## src/verilog/dc_brake_defines.svh

```systemverilog
/*
 * constants for the dc brake and stop sequencer: parameter ids, field
 * positions, reset values and timing counts.
 * assumes a 10 MHz mclk and parameter ids taken as the register addresses.
 */
// How it works
// - brake drives DC instead of rotating waveform
// - hold brake for set time, max ten seconds
// - brake voltage is percent of rated voltage
// - ramp stop brakes at activation frequency
// - coast stop brakes at once, ignoring frequency
// - stop mode: one ramps, zero coasts
// - function code: off, stop, start, both
// - brake before start stops a spinning motor
// - activation frequency limited to max frequency
`ifndef DC_BRAKE_DEFINES_SVH
`define DC_BRAKE_DEFINES_SVH

// register ids
`define ID_STOP_BEHAVIOUR 8'h85
`define ID_BRAKE_FUNCTION 8'h99
`define ID_BRAKE_DURATION 8'h9a
`define ID_BRAKE_VOLTAGE 8'h9b
`define ID_BRAKE_ACT_FREQ 8'h9c

// reset values
`define RST_STOP_BEHAVIOUR 1'h1
`define RST_BRAKE_FUNCTION 2'h0
`define RST_BRAKE_DURATION 16'h0000
`define RST_BRAKE_VOLTAGE 16'h0000
`define RST_BRAKE_ACT_FREQ 16'h0000

// function code bits
`define FN_ON_STOP_BIT 0
`define FN_BEFORE_START_BIT 1

// limits: duration in tenths of a second, voltage in whole percent
`define BRAKE_TIME_MAX_TENTHS 16'h0064
`define BRAKE_PCT_MAX 16'h0064
`define PCT_DIVISOR 32'h0000_0064

// timing: one duration unit is 100 ms
`define MCLK_HZ 10000000
`define TENTH_MS 100
`define TENTH_CYCLES ((`MCLK_HZ / 1000) * `TENTH_MS)

`endif

```

## src/verilog/dc_brake_pkg.sv

```systemverilog
/*
 * types for the dc brake and stop sequencer.
 * assumes nothing beyond a standard systemverilog compiler.
 */
package dc_brake_pkg;

	// sequencer states, gray along idle -> pre brake -> run -> ramp -> brake
	typedef enum logic [2:0]
	{
		ST_IDLE = 3'h0,
		ST_PRE_BRAKE = 3'h1,
		ST_RUN = 3'h3,
		ST_RAMP = 3'h2,
		ST_STOP_BRAKE = 3'h6
	} seq_state_t;

	// stop behaviour setting
	typedef enum logic
	{
		STOP_COAST = 1'h0,
		STOP_RAMP = 1'h1
	} stop_mode_t;

endpackage : dc_brake_pkg

```

## src/verilog/brake_timer_if.sv

```systemverilog
/*
 * carrier between the sequencer and its brake duration timer.
 * assumes both ends run on the same mclk.
 */
`timescale 1ns/100ps
interface brake_timer_if;
	logic start; // one-cycle pulse, loads duration
	logic [15:0] tenths; // duration in tenths, already clamped
	logic done; // one-cycle pulse at expiry
	logic busy; // level while counting

	modport ctl (output start, output tenths, input done, input busy);
	modport tmr (input start, input tenths, output done, output busy);
endinterface : brake_timer_if

```

## src/verilog/brake_timer.sv

```systemverilog
/*
 * brake duration timer: counts tenths of a second after a start pulse.
 * assumes start only while idle; a zero duration expires on the next edge.
 */
`timescale 1ns/100ps
`include "dc_brake_defines.svh"
module brake_timer #(
	parameter int TICK_CYCLES = `TENTH_CYCLES
)(
	// clock and reset
	input wire logic mclk,
	input wire logic sys_rst,
	// link to sequencer
	brake_timer_if.tmr tif
);
	logic [31:0] tick_ff; // cycles within one tenth
	logic [15:0] left_ff; // tenths remaining
	logic busy_ff; // counting
	logic done_ff; // expiry pulse

	////////////////////////////////////////////////////////////////////////
	// countdown; zero duration still gives one done pulse
	always_ff @(posedge mclk or posedge sys_rst)
	begin
		if (sys_rst)
		begin
			tick_ff <= 32'h0;
			left_ff <= 16'h0;
			busy_ff <= 1'b0;
			done_ff <= 1'b0;
		end
		else
		begin
			done_ff <= 1'b0;
			if (tif.start)
			begin
				tick_ff <= 32'h0;
				left_ff <= tif.tenths;
				busy_ff <= 1'b1;
			end
			else if (busy_ff)
			begin
				if (left_ff == 16'h0)
				begin
					busy_ff <= 1'b0;
					done_ff <= 1'b1;
				end
				else if (tick_ff == 32'(TICK_CYCLES - 1))
				begin
					tick_ff <= 32'h0;
					left_ff <= left_ff - 16'h1;
				end
				else
					tick_ff <= tick_ff + 32'h1;
			end
		end
	end

	assign tif.done = done_ff;
	assign tif.busy = busy_ff;
endmodule : brake_timer

```

## src/verilog/dc_brake_seq.sv

```systemverilog
/*
 * dc brake and stop sequencer: run/stop control, ramp down, dc injection
 * before start and on stop, with its parameter registers.
 * assumes run inputs are asynchronous pins; rated voltage, max frequency,
 * set frequency come from the drive core on mclk.
 */
`timescale 1ns/100ps
`include "dc_brake_defines.svh"
module dc_brake_seq
	import dc_brake_pkg::*;
#(
	parameter int TICK_CYCLES = `TENTH_CYCLES,
	parameter int RAMP_CYCLES = 16
)(
	// clock and reset
	input wire logic mclk,
	input wire logic sys_rst,
	// run pins
	input wire logic run_clockwise,
	input wire logic run_counterclockwise,
	// drive core values
	input wire logic [15:0] rated_voltage,
	input wire logic [15:0] max_frequency,
	input wire logic [15:0] set_frequency,
	// parameter access
	input wire logic [7:0] reg_addr,
	input wire logic reg_wr,
	input wire logic [15:0] reg_wdata,
	output logic [15:0] reg_rdata,
	// output stage
	output logic output_on,
	output logic dc_inject,
	output logic [15:0] out_frequency,
	output logic [15:0] brake_voltage,
	output logic [2:0] seq_state
);
	import dc_brake_pkg::*;

	////////////////////////////////////////////////////////////////////////
	// declarations
	logic [1:0] cw_sync_ff; // pin synchroniser
	logic [1:0] ccw_sync_ff; // pin synchroniser
	logic run_cmd; // exactly one direction asked
	stop_mode_t stop_mode_ff; // stop behaviour
	logic [1:0] brake_fn_ff; // brake function code
	logic [15:0] brake_dur_ff; // duration, tenths
	logic [15:0] brake_pct_ff; // voltage percent
	logic [15:0] act_freq_ff; // activation frequency
	logic [15:0] dur_clamped; // duration held to ten seconds
	logic [15:0] pct_clamped; // percent held to full
	logic [15:0] act_clamped; // activation held to max frequency
	logic [31:0] volt_prod; // rated times percent
	seq_state_t state_ff; // sequencer state
	seq_state_t nxt_state;
	logic [15:0] freq_ff; // output frequency
	logic [15:0] nxt_freq;
	logic [15:0] ramp_cnt_ff; // cycles between frequency steps
	logic ramp_tick; // step now
	logic [15:0] bvolt_ff; // registered brake voltage
	logic [15:0] rdata_ff; // read data
	logic brake_on_stop; // function has stop braking
	logic brake_pre_start; // function has start braking
	logic start_timer; // load timer this cycle

	brake_timer_if tif ();

	brake_timer #(.TICK_CYCLES(TICK_CYCLES)) u_timer (
		.mclk(mclk),
		.sys_rst(sys_rst),
		.tif(tif)
	);

	////////////////////////////////////////////////////////////////////////
	// pin synchronisers: only the second stage feeds logic
	always_ff @(posedge mclk or posedge sys_rst)
	begin
		if (sys_rst)
		begin
			cw_sync_ff <= 2'h0;
			ccw_sync_ff <= 2'h0;
		end
		else
		begin
			cw_sync_ff <= {cw_sync_ff[0], run_clockwise};
			ccw_sync_ff <= {ccw_sync_ff[0], run_counterclockwise};
		end
	end

	// both directions at once counts as no enable
	assign run_cmd = cw_sync_ff[1] ^ ccw_sync_ff[1];

	////////////////////////////////////////////////////////////////////////
	// parameter registers, writes take effect at once
	always_ff @(posedge mclk or posedge sys_rst)
	begin
		if (sys_rst)
		begin
			stop_mode_ff <= stop_mode_t'(`RST_STOP_BEHAVIOUR);
			brake_fn_ff <= `RST_BRAKE_FUNCTION;
			brake_dur_ff <= `RST_BRAKE_DURATION;
			brake_pct_ff <= `RST_BRAKE_VOLTAGE;
			act_freq_ff <= `RST_BRAKE_ACT_FREQ;
		end
		else if (reg_wr)
		begin
			unique case (reg_addr)
				`ID_STOP_BEHAVIOUR: stop_mode_ff <= stop_mode_t'(reg_wdata[0]);
				`ID_BRAKE_FUNCTION: brake_fn_ff <= reg_wdata[1:0];
				`ID_BRAKE_DURATION: brake_dur_ff <= reg_wdata;
				`ID_BRAKE_VOLTAGE: brake_pct_ff <= reg_wdata;
				`ID_BRAKE_ACT_FREQ: act_freq_ff <= reg_wdata;
				default: ; // unmapped writes dropped
			endcase
		end
	end

	// read data: stored values, unmapped ids read zero
	always_ff @(posedge mclk or posedge sys_rst)
	begin
		if (sys_rst)
			rdata_ff <= 16'h0;
		else
		begin
			unique case (reg_addr)
				`ID_STOP_BEHAVIOUR: rdata_ff <= {15'h0, stop_mode_ff};
				`ID_BRAKE_FUNCTION: rdata_ff <= {14'h0, brake_fn_ff};
				`ID_BRAKE_DURATION: rdata_ff <= brake_dur_ff;
				`ID_BRAKE_VOLTAGE: rdata_ff <= brake_pct_ff;
				`ID_BRAKE_ACT_FREQ: rdata_ff <= act_freq_ff;
				default: rdata_ff <= 16'h0;
			endcase
		end
	end

	////////////////////////////////////////////////////////////////////////
	// clamps: stored value kept as written, clamped copy used
	assign dur_clamped = (brake_dur_ff > `BRAKE_TIME_MAX_TENTHS) ?
		`BRAKE_TIME_MAX_TENTHS : brake_dur_ff;
	assign pct_clamped = (brake_pct_ff > `BRAKE_PCT_MAX) ? `BRAKE_PCT_MAX : brake_pct_ff;
	assign act_clamped = (act_freq_ff > max_frequency) ? max_frequency : act_freq_ff;
	assign volt_prod = 32'(rated_voltage) * 32'(pct_clamped);

	// function decode
	assign brake_on_stop = brake_fn_ff[`FN_ON_STOP_BIT];
	assign brake_pre_start = brake_fn_ff[`FN_BEFORE_START_BIT];

	// brake voltage registered so the output stage sees a clean word
	always_ff @(posedge mclk or posedge sys_rst)
	begin
		if (sys_rst)
			bvolt_ff <= 16'h0;
		else
			bvolt_ff <= 16'(volt_prod / `PCT_DIVISOR);
	end

	////////////////////////////////////////////////////////////////////////
	// ramp pacing: one frequency step per RAMP_CYCLES
	always_ff @(posedge mclk or posedge sys_rst)
	begin
		if (sys_rst)
			ramp_cnt_ff <= 16'h0;
		else if (ramp_tick)
			ramp_cnt_ff <= 16'h0;
		else
			ramp_cnt_ff <= ramp_cnt_ff + 16'h1;
	end

	assign ramp_tick = (ramp_cnt_ff == 16'(RAMP_CYCLES - 1));

	////////////////////////////////////////////////////////////////////////
	// next state; stop brake runs to its end even if run returns,
	// so a restart never fights a motor still being held
	always_comb
	begin
		nxt_state = state_ff;
		start_timer = 1'b0;
		unique case (state_ff)
			ST_IDLE:
			begin
				if (run_cmd && brake_pre_start)
				begin
					nxt_state = ST_PRE_BRAKE;
					start_timer = 1'b1;
				end
				else if (run_cmd)
					nxt_state = ST_RUN;
			end
			ST_PRE_BRAKE:
			begin
				if (tif.done)
					nxt_state = ST_RUN;
			end
			ST_RUN, ST_RAMP:
			begin
				if (run_cmd)
					nxt_state = ST_RUN;
				else if (stop_mode_ff == STOP_COAST)
				begin
					if (brake_on_stop)
					begin
						nxt_state = ST_STOP_BRAKE;
						start_timer = 1'b1;
					end
					else
						nxt_state = ST_IDLE;
				end
				else if (brake_on_stop && freq_ff <= act_clamped)
				begin
					nxt_state = ST_STOP_BRAKE;
					start_timer = 1'b1;
				end
				else if (!brake_on_stop && freq_ff == 16'h0)
					nxt_state = ST_IDLE;
				else
					nxt_state = ST_RAMP;
			end
			ST_STOP_BRAKE:
			begin
				if (tif.done)
					nxt_state = ST_IDLE;
			end
			default: nxt_state = ST_IDLE;
		endcase
	end

	// state register
	always_ff @(posedge mclk or posedge sys_rst)
	begin
		if (sys_rst)
			state_ff <= ST_IDLE;
		else
			state_ff <= nxt_state;
	end

	assign tif.start = start_timer;
	assign tif.tenths = dur_clamped;

	////////////////////////////////////////////////////////////////////////
	// output frequency: ramps toward setpoint in run, to zero in ramp
	always_comb
	begin
		nxt_freq = freq_ff;
		if (nxt_state == ST_RUN && ramp_tick)
		begin
			if (freq_ff < set_frequency && freq_ff < max_frequency)
				nxt_freq = freq_ff + 16'h1;
			else if (freq_ff > set_frequency)
				nxt_freq = freq_ff - 16'h1;
		end
		else if (nxt_state == ST_RAMP)
		begin
			if (ramp_tick && freq_ff != 16'h0)
				nxt_freq = freq_ff - 16'h1;
		end
		else if (nxt_state != ST_RUN)
			nxt_freq = 16'h0;
	end

	always_ff @(posedge mclk or posedge sys_rst)
	begin
		if (sys_rst)
			freq_ff <= 16'h0;
		else
			freq_ff <= nxt_freq;
	end

	////////////////////////////////////////////////////////////////////////
	// outputs
	assign dc_inject = (state_ff == ST_PRE_BRAKE) || (state_ff == ST_STOP_BRAKE);
	assign output_on = (state_ff != ST_IDLE);
	assign out_frequency = freq_ff;
	assign brake_voltage = dc_inject ? bvolt_ff : 16'h0;
	assign seq_state = state_ff;
	assign reg_rdata = rdata_ff;
endmodule : dc_brake_seq

```

## config.mk

```make
export PLATFORM = sky130hd
export DESIGN_NAME = dc_brake_seq
export DESIGN_NICKNAME = d
export VERILOG_FILES = /design/src/verilog/dc_brake_pkg.sv /design/src/verilog/brake_timer_if.sv /design/src/verilog/brake_timer.sv /design/src/verilog/dc_brake_seq.sv
export VERILOG_INCLUDE_DIRS = /design/src /design/src/verilog
export SDC_FILE = /design/constraint.sdc
export NUM_CORES = 1
export LEC_CHECK = 0
export BUFFER_PORTS_ARGS = -buffer_cell sky130_fd_sc_hd__buf_2
export CAP_MARGIN = 20
export CORE_AREA = 2 2 224 248
export DETAILED_ROUTE_END_ITERATION = 16
export DIE_AREA = 0 0 226 250
export MAX_ROUTING_LAYER = met4
export SYNTH_ARGS = -nofsm -noshare
export SYNTH_HDL_FRONTEND = slang
export SYNTH_SLANG_ARGS = --single-unit
```

## constraint.sdc

```tcl
create_clock -name mclk -period 21.4 [get_ports mclk]
set_input_delay 1.07 -clock mclk [delete_from_list [all_inputs] [get_ports mclk]]
set_output_delay 1.07 -clock mclk [all_outputs]
set_load 0.05 [all_outputs]
```

==> impl_metrics.yaml, run 1 <==
worst_setup_path:
  r2r_start: "brake_pct_ff[15]"
  reg2reg_depth: 72
  worstSetupPathType: "reg2reg"
  path_buf_inv: 7
  cp_slowest_cell: "fa_1"
  crit_arrival_ns: 20.37
  worst_setup_path_start_kind: "register"
  timing.rr.end: "bvolt_ff[0]"
  critPathCaptureType: "register"
  path_delay_family: "compound AO/OA/AOI/OAI gates"
  startpoint: "brake_pct_ff[15]"
  cpMostUsedCell: "fa_1"
  required_ns: 21.73
  r2r_slack_ns: 1.36
  cp_max_fo: 35
  max_stage_delay_ns: 0.54
placed_design:
  gp_congestion: 0.921
  place_inst: 3665
  port_buffers: 129
  dp_hpwl_um: 51400
  dp_slack_ns: 0.814
layout:
  layoutNonFillerInstCount: 3706
  layout-drive-gt1-share: 0.123
  syn2layout_area_growth_pct: 10.1
  seq_area_um2: 4310
  layout.nets: 3396
  multi_input_area_um2: 18800
  fillers: 5271
yosys:
  seq_area_frac_synth: 0.179
  yosys-top-cells-count: "inv_1 (269), nand2_1 (232), fa_1 (194)"
  synth-main-ff-cell: "dfrtp_1"
  synthesis.area_um2: 24000
  synthCells: 2731
  synthTopCellsByArea: "dfrtp_1 (18%), fa_1 (16%), ha_1 (9.0%), inv_1 (4.2%), nand2_1 (3.6%)"
  synth_edf_count: 0
  synth_top_area_cell: "dfrtp_1"
  yosys.area.top_type_share: 0.178
  synth_cell_types: 137
  ys_ff_latch: 172
  synth-async-reset-ratio: 1.00
  synth.most_common_cell: "inv_1"
  syn_area_per_cell_um2: 8.80
  ys_warn_count: 0
status:
  status: "completed"
clock_network:
  cts_root_buf: "clkbuf_16"
  clk-insertion-delay-late_ns: 0.46
  clkTransAtPathRegs_ns: 0.08
  hold_buffers: 0
  cts.sinks: 172
  clk_path_buf_depth: 2
  numCtsBuffers: 17
  htree_levels: 4
  cts_tree: "done"
timing:
  drv_slew: 0
  fin_crit_sh: 0.937
  min_period_ns: 20.04
  grt_setup_unrepaired: "false"
  fmax_ghz: 0.0499
  fin_tns_setup_ns: 0
  setup_violations: 0
  worst_pin_slew_ns: 0.985
  slew_headroom: 0.340
  finalHoldViolations: 0
  fin_ws_ns: 1.36
  skew_ns: 0.0143
die:
  die_w_um: 226
  row_count: 90
  die_area_um2: 56500
  io_pins: 130
  die_y_um: 250
  core_um2: 54200
  initial_core_util: 0.443
global_route:
  grt_use_total: 0.236
  grt_first_pass_wirelength_um: 106000
  grt_overflow: 0
  grt_pass1_vias: 21000
  grt_max_degree: 64
  antenna_found_initial: 4
detailed_routing:
  drtAntennaViolNets: 0
  drt_iter0_drc: 1562
  wl_per_cell_um: 17.1
  drt_wl_total_um: 63400
  routed_via_density: 5.69
  num_vias: 21100
  drt_pre_antenna_iters: 6
  drc_errors: 0
min_path:
  min_from: "ccw_sync_ff[0]"
  hold_depth: 0
  hold_path.class: "reg2reg"
  hold_end: "ccw_sync_ff[1]"
run:
  max_cap_viol_count: 0
[cell families after synthesis]
kind of cell               count (synthesis)  share of synthesized area
buffers and inverters                    363                     0.0640
muxes                                    110                     0.0494
and+or+nand+nor                          867                      0.188
other                                      2                   0.000313
DFF                                      172                      0.179
xor gates and xnor gates                 120                     0.0450
AOI/OAI and AO/OA                        727                      0.221
adders and majority gates                370                      0.253
[state kept, by name, summed over array words and instances, names as in the netlist]
signal / count
act_freq_ff: 16
brake_dur_ff: 16
brake_fn_ff: 2
brake_pct_ff: 16
bvolt_ff: 16
ccw_sync_ff: 2
cw_sync_ff: 2
out_frequency: 16
ramp_cnt_ff: 16
reg_rdata: 16
seq_state: 3
stop_mode_ff: 1
u_timer.left_ff: 16
u_timer.tick_ff: 32
u_timer.tif.busy: 1
u_timer.tif.done: 1
[cell usage in the layout (no fill, tap or decap), types with 49 or more instances in the layout]
cell,instances
a21oi_1,138
and3_1,55
buf_2,130
conb_1,144
dfrtp_1,171
fa_1,194
ha_1,172
inv_1,268
mux2_2,58
nand2_1,232
nand3_1,73
nor2_1,142
nor3_1,49
o21ai_0,119
xnor2_1,66
[layer usage]
layer,vias up,wire length (um),track usage
met1,10400,27700,0.295
met4,0,1850,0.0740
met2,495,31900,0.405
met5,-,0,-
met3,93,1990,0.0188
li1,10100,-,-
[stage by stage]
stage / instance area (um^2) / hold WS (ns) / util
2_1_floorplan: 24600 / 0.331 / -
3_3_place_gp: 25800 / 0.332 / 0.475
3_5_place_dp: 25800 / 0.336 / 0.475
4_1_cts: 26300 / 0.353 / 0.486
5_1_grt: 26500 / 0.369 / 0.488
6_report: 26500 / 0.350 / 0.488
[worst max path at each step]
| stage | end | depth (start not counted) | slack, ns |
|---|---|---|---|
| final | bvolt_ff[0] | 72 | 1.36 |
| after global routing | bvolt_ff[0] | 73 | 0.05 |
| after CTS | bvolt_ff[0] | 71 | 0.76 |
| after detailed placement | bvolt_ff[0] | 71 | 0.81 |
| after global placement | bvolt_ff[0] | 72 | 1.40 |
| after floorplan | bvolt_ff[0] | 77 | 3.52 |
[repair_timing]
| action | in CTS | in global routing |
|---|---|---|
| gates resized for setup | 0 | 15 |
| setup endpoints to repair | 0 | 3 |
| setup buffers | 0 | 3 |
[cell type report]
cell class                      count  share of cell area
Multi-Input combinational cell   2338               0.710
Clock buffer                       18              0.0166
Sequential cell                   172               0.163
Antenna cell                        5            0.000473
Tap cell                          736              0.0348
Timing Repair Buffer              151              0.0308
Clock inverter                     13             0.00539
Inverter                          273              0.0389
[worst register-to-register path: cells and delay by family, from the launching register on]
kind	cells	cell delay, ns
buf+inv	7	0.64
fa+ha+maj	8	3.85
xor+xnor	3	0.66
mux	6	2.06
compound gates	33	8.70
flops	1	0.40
simple gates	15	3.60
Power of run 1 is not shown: default switching activity piles up to over one toggle a cycle in this logic, so the estimate is an artifact.
==> inputs of run 2 (changes only) <==
--- a/config.mk
+++ b/config.mk
@@ -8,9 +8,11 @@
 export LEC_CHECK = 0
 export BUFFER_PORTS_ARGS = -buffer_cell sky130_fd_sc_hd__buf_2
 export CAP_MARGIN = 20
-export CORE_AREA = 2 2 224 248
+export CORE_AREA = 2 2 247 225
+export CTS_CLUSTER_SIZE = 20
 export DETAILED_ROUTE_END_ITERATION = 16
-export DIE_AREA = 0 0 226 250
+export DIE_AREA = 0 0 249 227
+export GPL_ROUTABILITY_DRIVEN = 0
 export MAX_ROUTING_LAYER = met4
 export SYNTH_ARGS = -nofsm -noshare
 export SYNTH_HDL_FRONTEND = slang
==> run 2 against run 1 <==
Critical endpoint unchanged. Routed wire length is 0.95% lower. Hold slack improved by 0.0038 ns. Die area about the same. Register-to-register slack worse by 0.22 ns. First-iteration DRC count rose by 23%. Sequential cell count is the same. Via count increased by 0.26%. Worst setup slack got worse by 0.22 ns. Design area fell by 0.14%.
==> impl_metrics.yaml, run 2 (same netlist as run 1, synthesis figures left out) <==
clock_network:
  htree_levels: 4
  hold_buffers: 0
  numCtsBuffers: 17
  clk-insertion-delay-late_ns: 0.44
  clkTransAtPathRegs_ns: 0.07
  cts_tree: "done"
  cts_root_buf: "clkbuf_16"
  clk_path_buf_depth: 2
  cts.sinks: 172
detailed_routing:
  num_vias: 21200
  drt_pre_antenna_iters: 6
  drtAntennaViolNets: 0
  drt_iter0_drc: 1927
  wl_per_cell_um: 17.1
  drc_errors: 0
  routed_via_density: 5.75
  drt_wl_total_um: 62800
timing:
  worst_pin_slew_ns: 1.14
  fin_crit_sh: 0.947
  slew_headroom: 0.243
  skew_ns: 0.0186
  setup_violations: 0
  finalHoldViolations: 0
  fin_tns_setup_ns: 0
  drv_slew: 0
  min_period_ns: 20.26
  fmax_ghz: 0.0494
  fin_ws_ns: 1.14
  grt_setup_unrepaired: "false"
placed_design:
  port_buffers: 129
  dp_hpwl_um: 50000
  dp_slack_ns: 0.529
  place_inst: 3635
  place_area_um2: 25700
die:
  die_area_um2: 56500
  die_w_um: 249
  row_count: 81
  die_y_um: 227
  core_um2: 53800
  initial_core_util: 0.446
  io_pins: 130
layout:
  top_register: "u_timer.tick_ff"
  final_area_um2: 26400
  mostFrequentLayoutCells: "inv_1 (268), nand2_1 (232), fa_1 (194)"
  syn2layout_area_growth_pct: 9.98
  layout-drive-gt1-share: 0.124
  layoutNonFillerInstCount: 3677
  layout.nets: 3400
  fillers: 5092
  layout_commonest_cell: "inv_1"
  largest_reg_flops: 32
worst_setup_path:
  critPathCaptureType: "register"
  startpoint: "brake_pct_ff[15]"
  worst_setup_path_start_kind: "register"
  worstSetupPathType: "reg2reg"
  required_ns: 21.76
  crit_arrival_ns: 20.63
  path_delay_family: "compound AO/OA/AOI/OAI gates"
  max_stage_delay_ns: 0.56
  cp_max_fo: 14
  path_buf_inv: 7
  r2r_start: "brake_pct_ff[15]"
  cp_slowest_cell: "fa_1"
global_route:
  grt_first_pass_wirelength_um: 105000
  use_met1: 0.322
  grt_overflow: 0
  antenna_found_initial: 3
  grt_most_used_layer: "met2"
  grt_max_degree: 101
  grt_pass1_vias: 20800
  grt_use_total: 0.231
  grtUsageMet3: 0.0244
  grtUsageMet2: 0.367
run:
  max_cap_viol_count: 0
min_path:
  hold_path.class: "reg2reg"
  min_from: "cw_sync_ff[0]"
status:
  status: "completed"
-- run 2: cell types whose count changed in the layout (fill, tap and decap cells not counted), sizes merged --
cell and delta:
buf +4, clkbuf +2, clkinvlp +1, diode -3
inv -2
-- run 2: routing by layer --
metal  up-vias  part of all wire
met1     10300              0.48
met4         0             0.013
li1      10100                 -
met3        55             0.049
met2       638              0.46
met5         -                 0
-- run 2: per-stage QoR --
stage	hold WS (ns)	util
final	0.354	0.491
after global routing	0.373	0.491
after CTS	0.357	0.488
after detailed placement	0.340	0.478
after global placement	0.332	0.478
after floorplan	0.331	-
-- run 2: path summary, 6_finish.rpt --
kind / endpoint / slack, ns / cells after the start
setup / recovery: bvolt_ff[0] / 1.14 / 72
hold / removal: cw_sync_ff[1] / 0.35 / 0
setup reg to reg: bvolt_ff[0] / 1.14 / 72
hold reg to reg: cw_sync_ff[1] / 0.35 / 0
max in group asynchronous: act_freq_ff[13] / 19.05 / 3
min in group asynchronous: ramp_cnt_ff[10] / 0.83 / 2
-- run 2: layout make-up --
type	instances	area, um^2	area share
Multi-Input combinational cell	2338	18800	0.711
Sequential cell	172	4310	0.163
Inverter	273	1030	0.0390
Tap cell	705	882	0.0334
Timing Repair Buffer	155	852	0.0323
Clock buffer	20	447	0.0169
Clock inverter	12	101	0.00384
Antenna cell	2	5.00	0.000189
-- run 2: repair_timing --
item                                    4_1_cts  5_1_grt
gates resized for setup                       0       13
buffers inserted                              0        5
endpoints found under the setup margin        0        3
Power of run 2 is left out for the same reason.
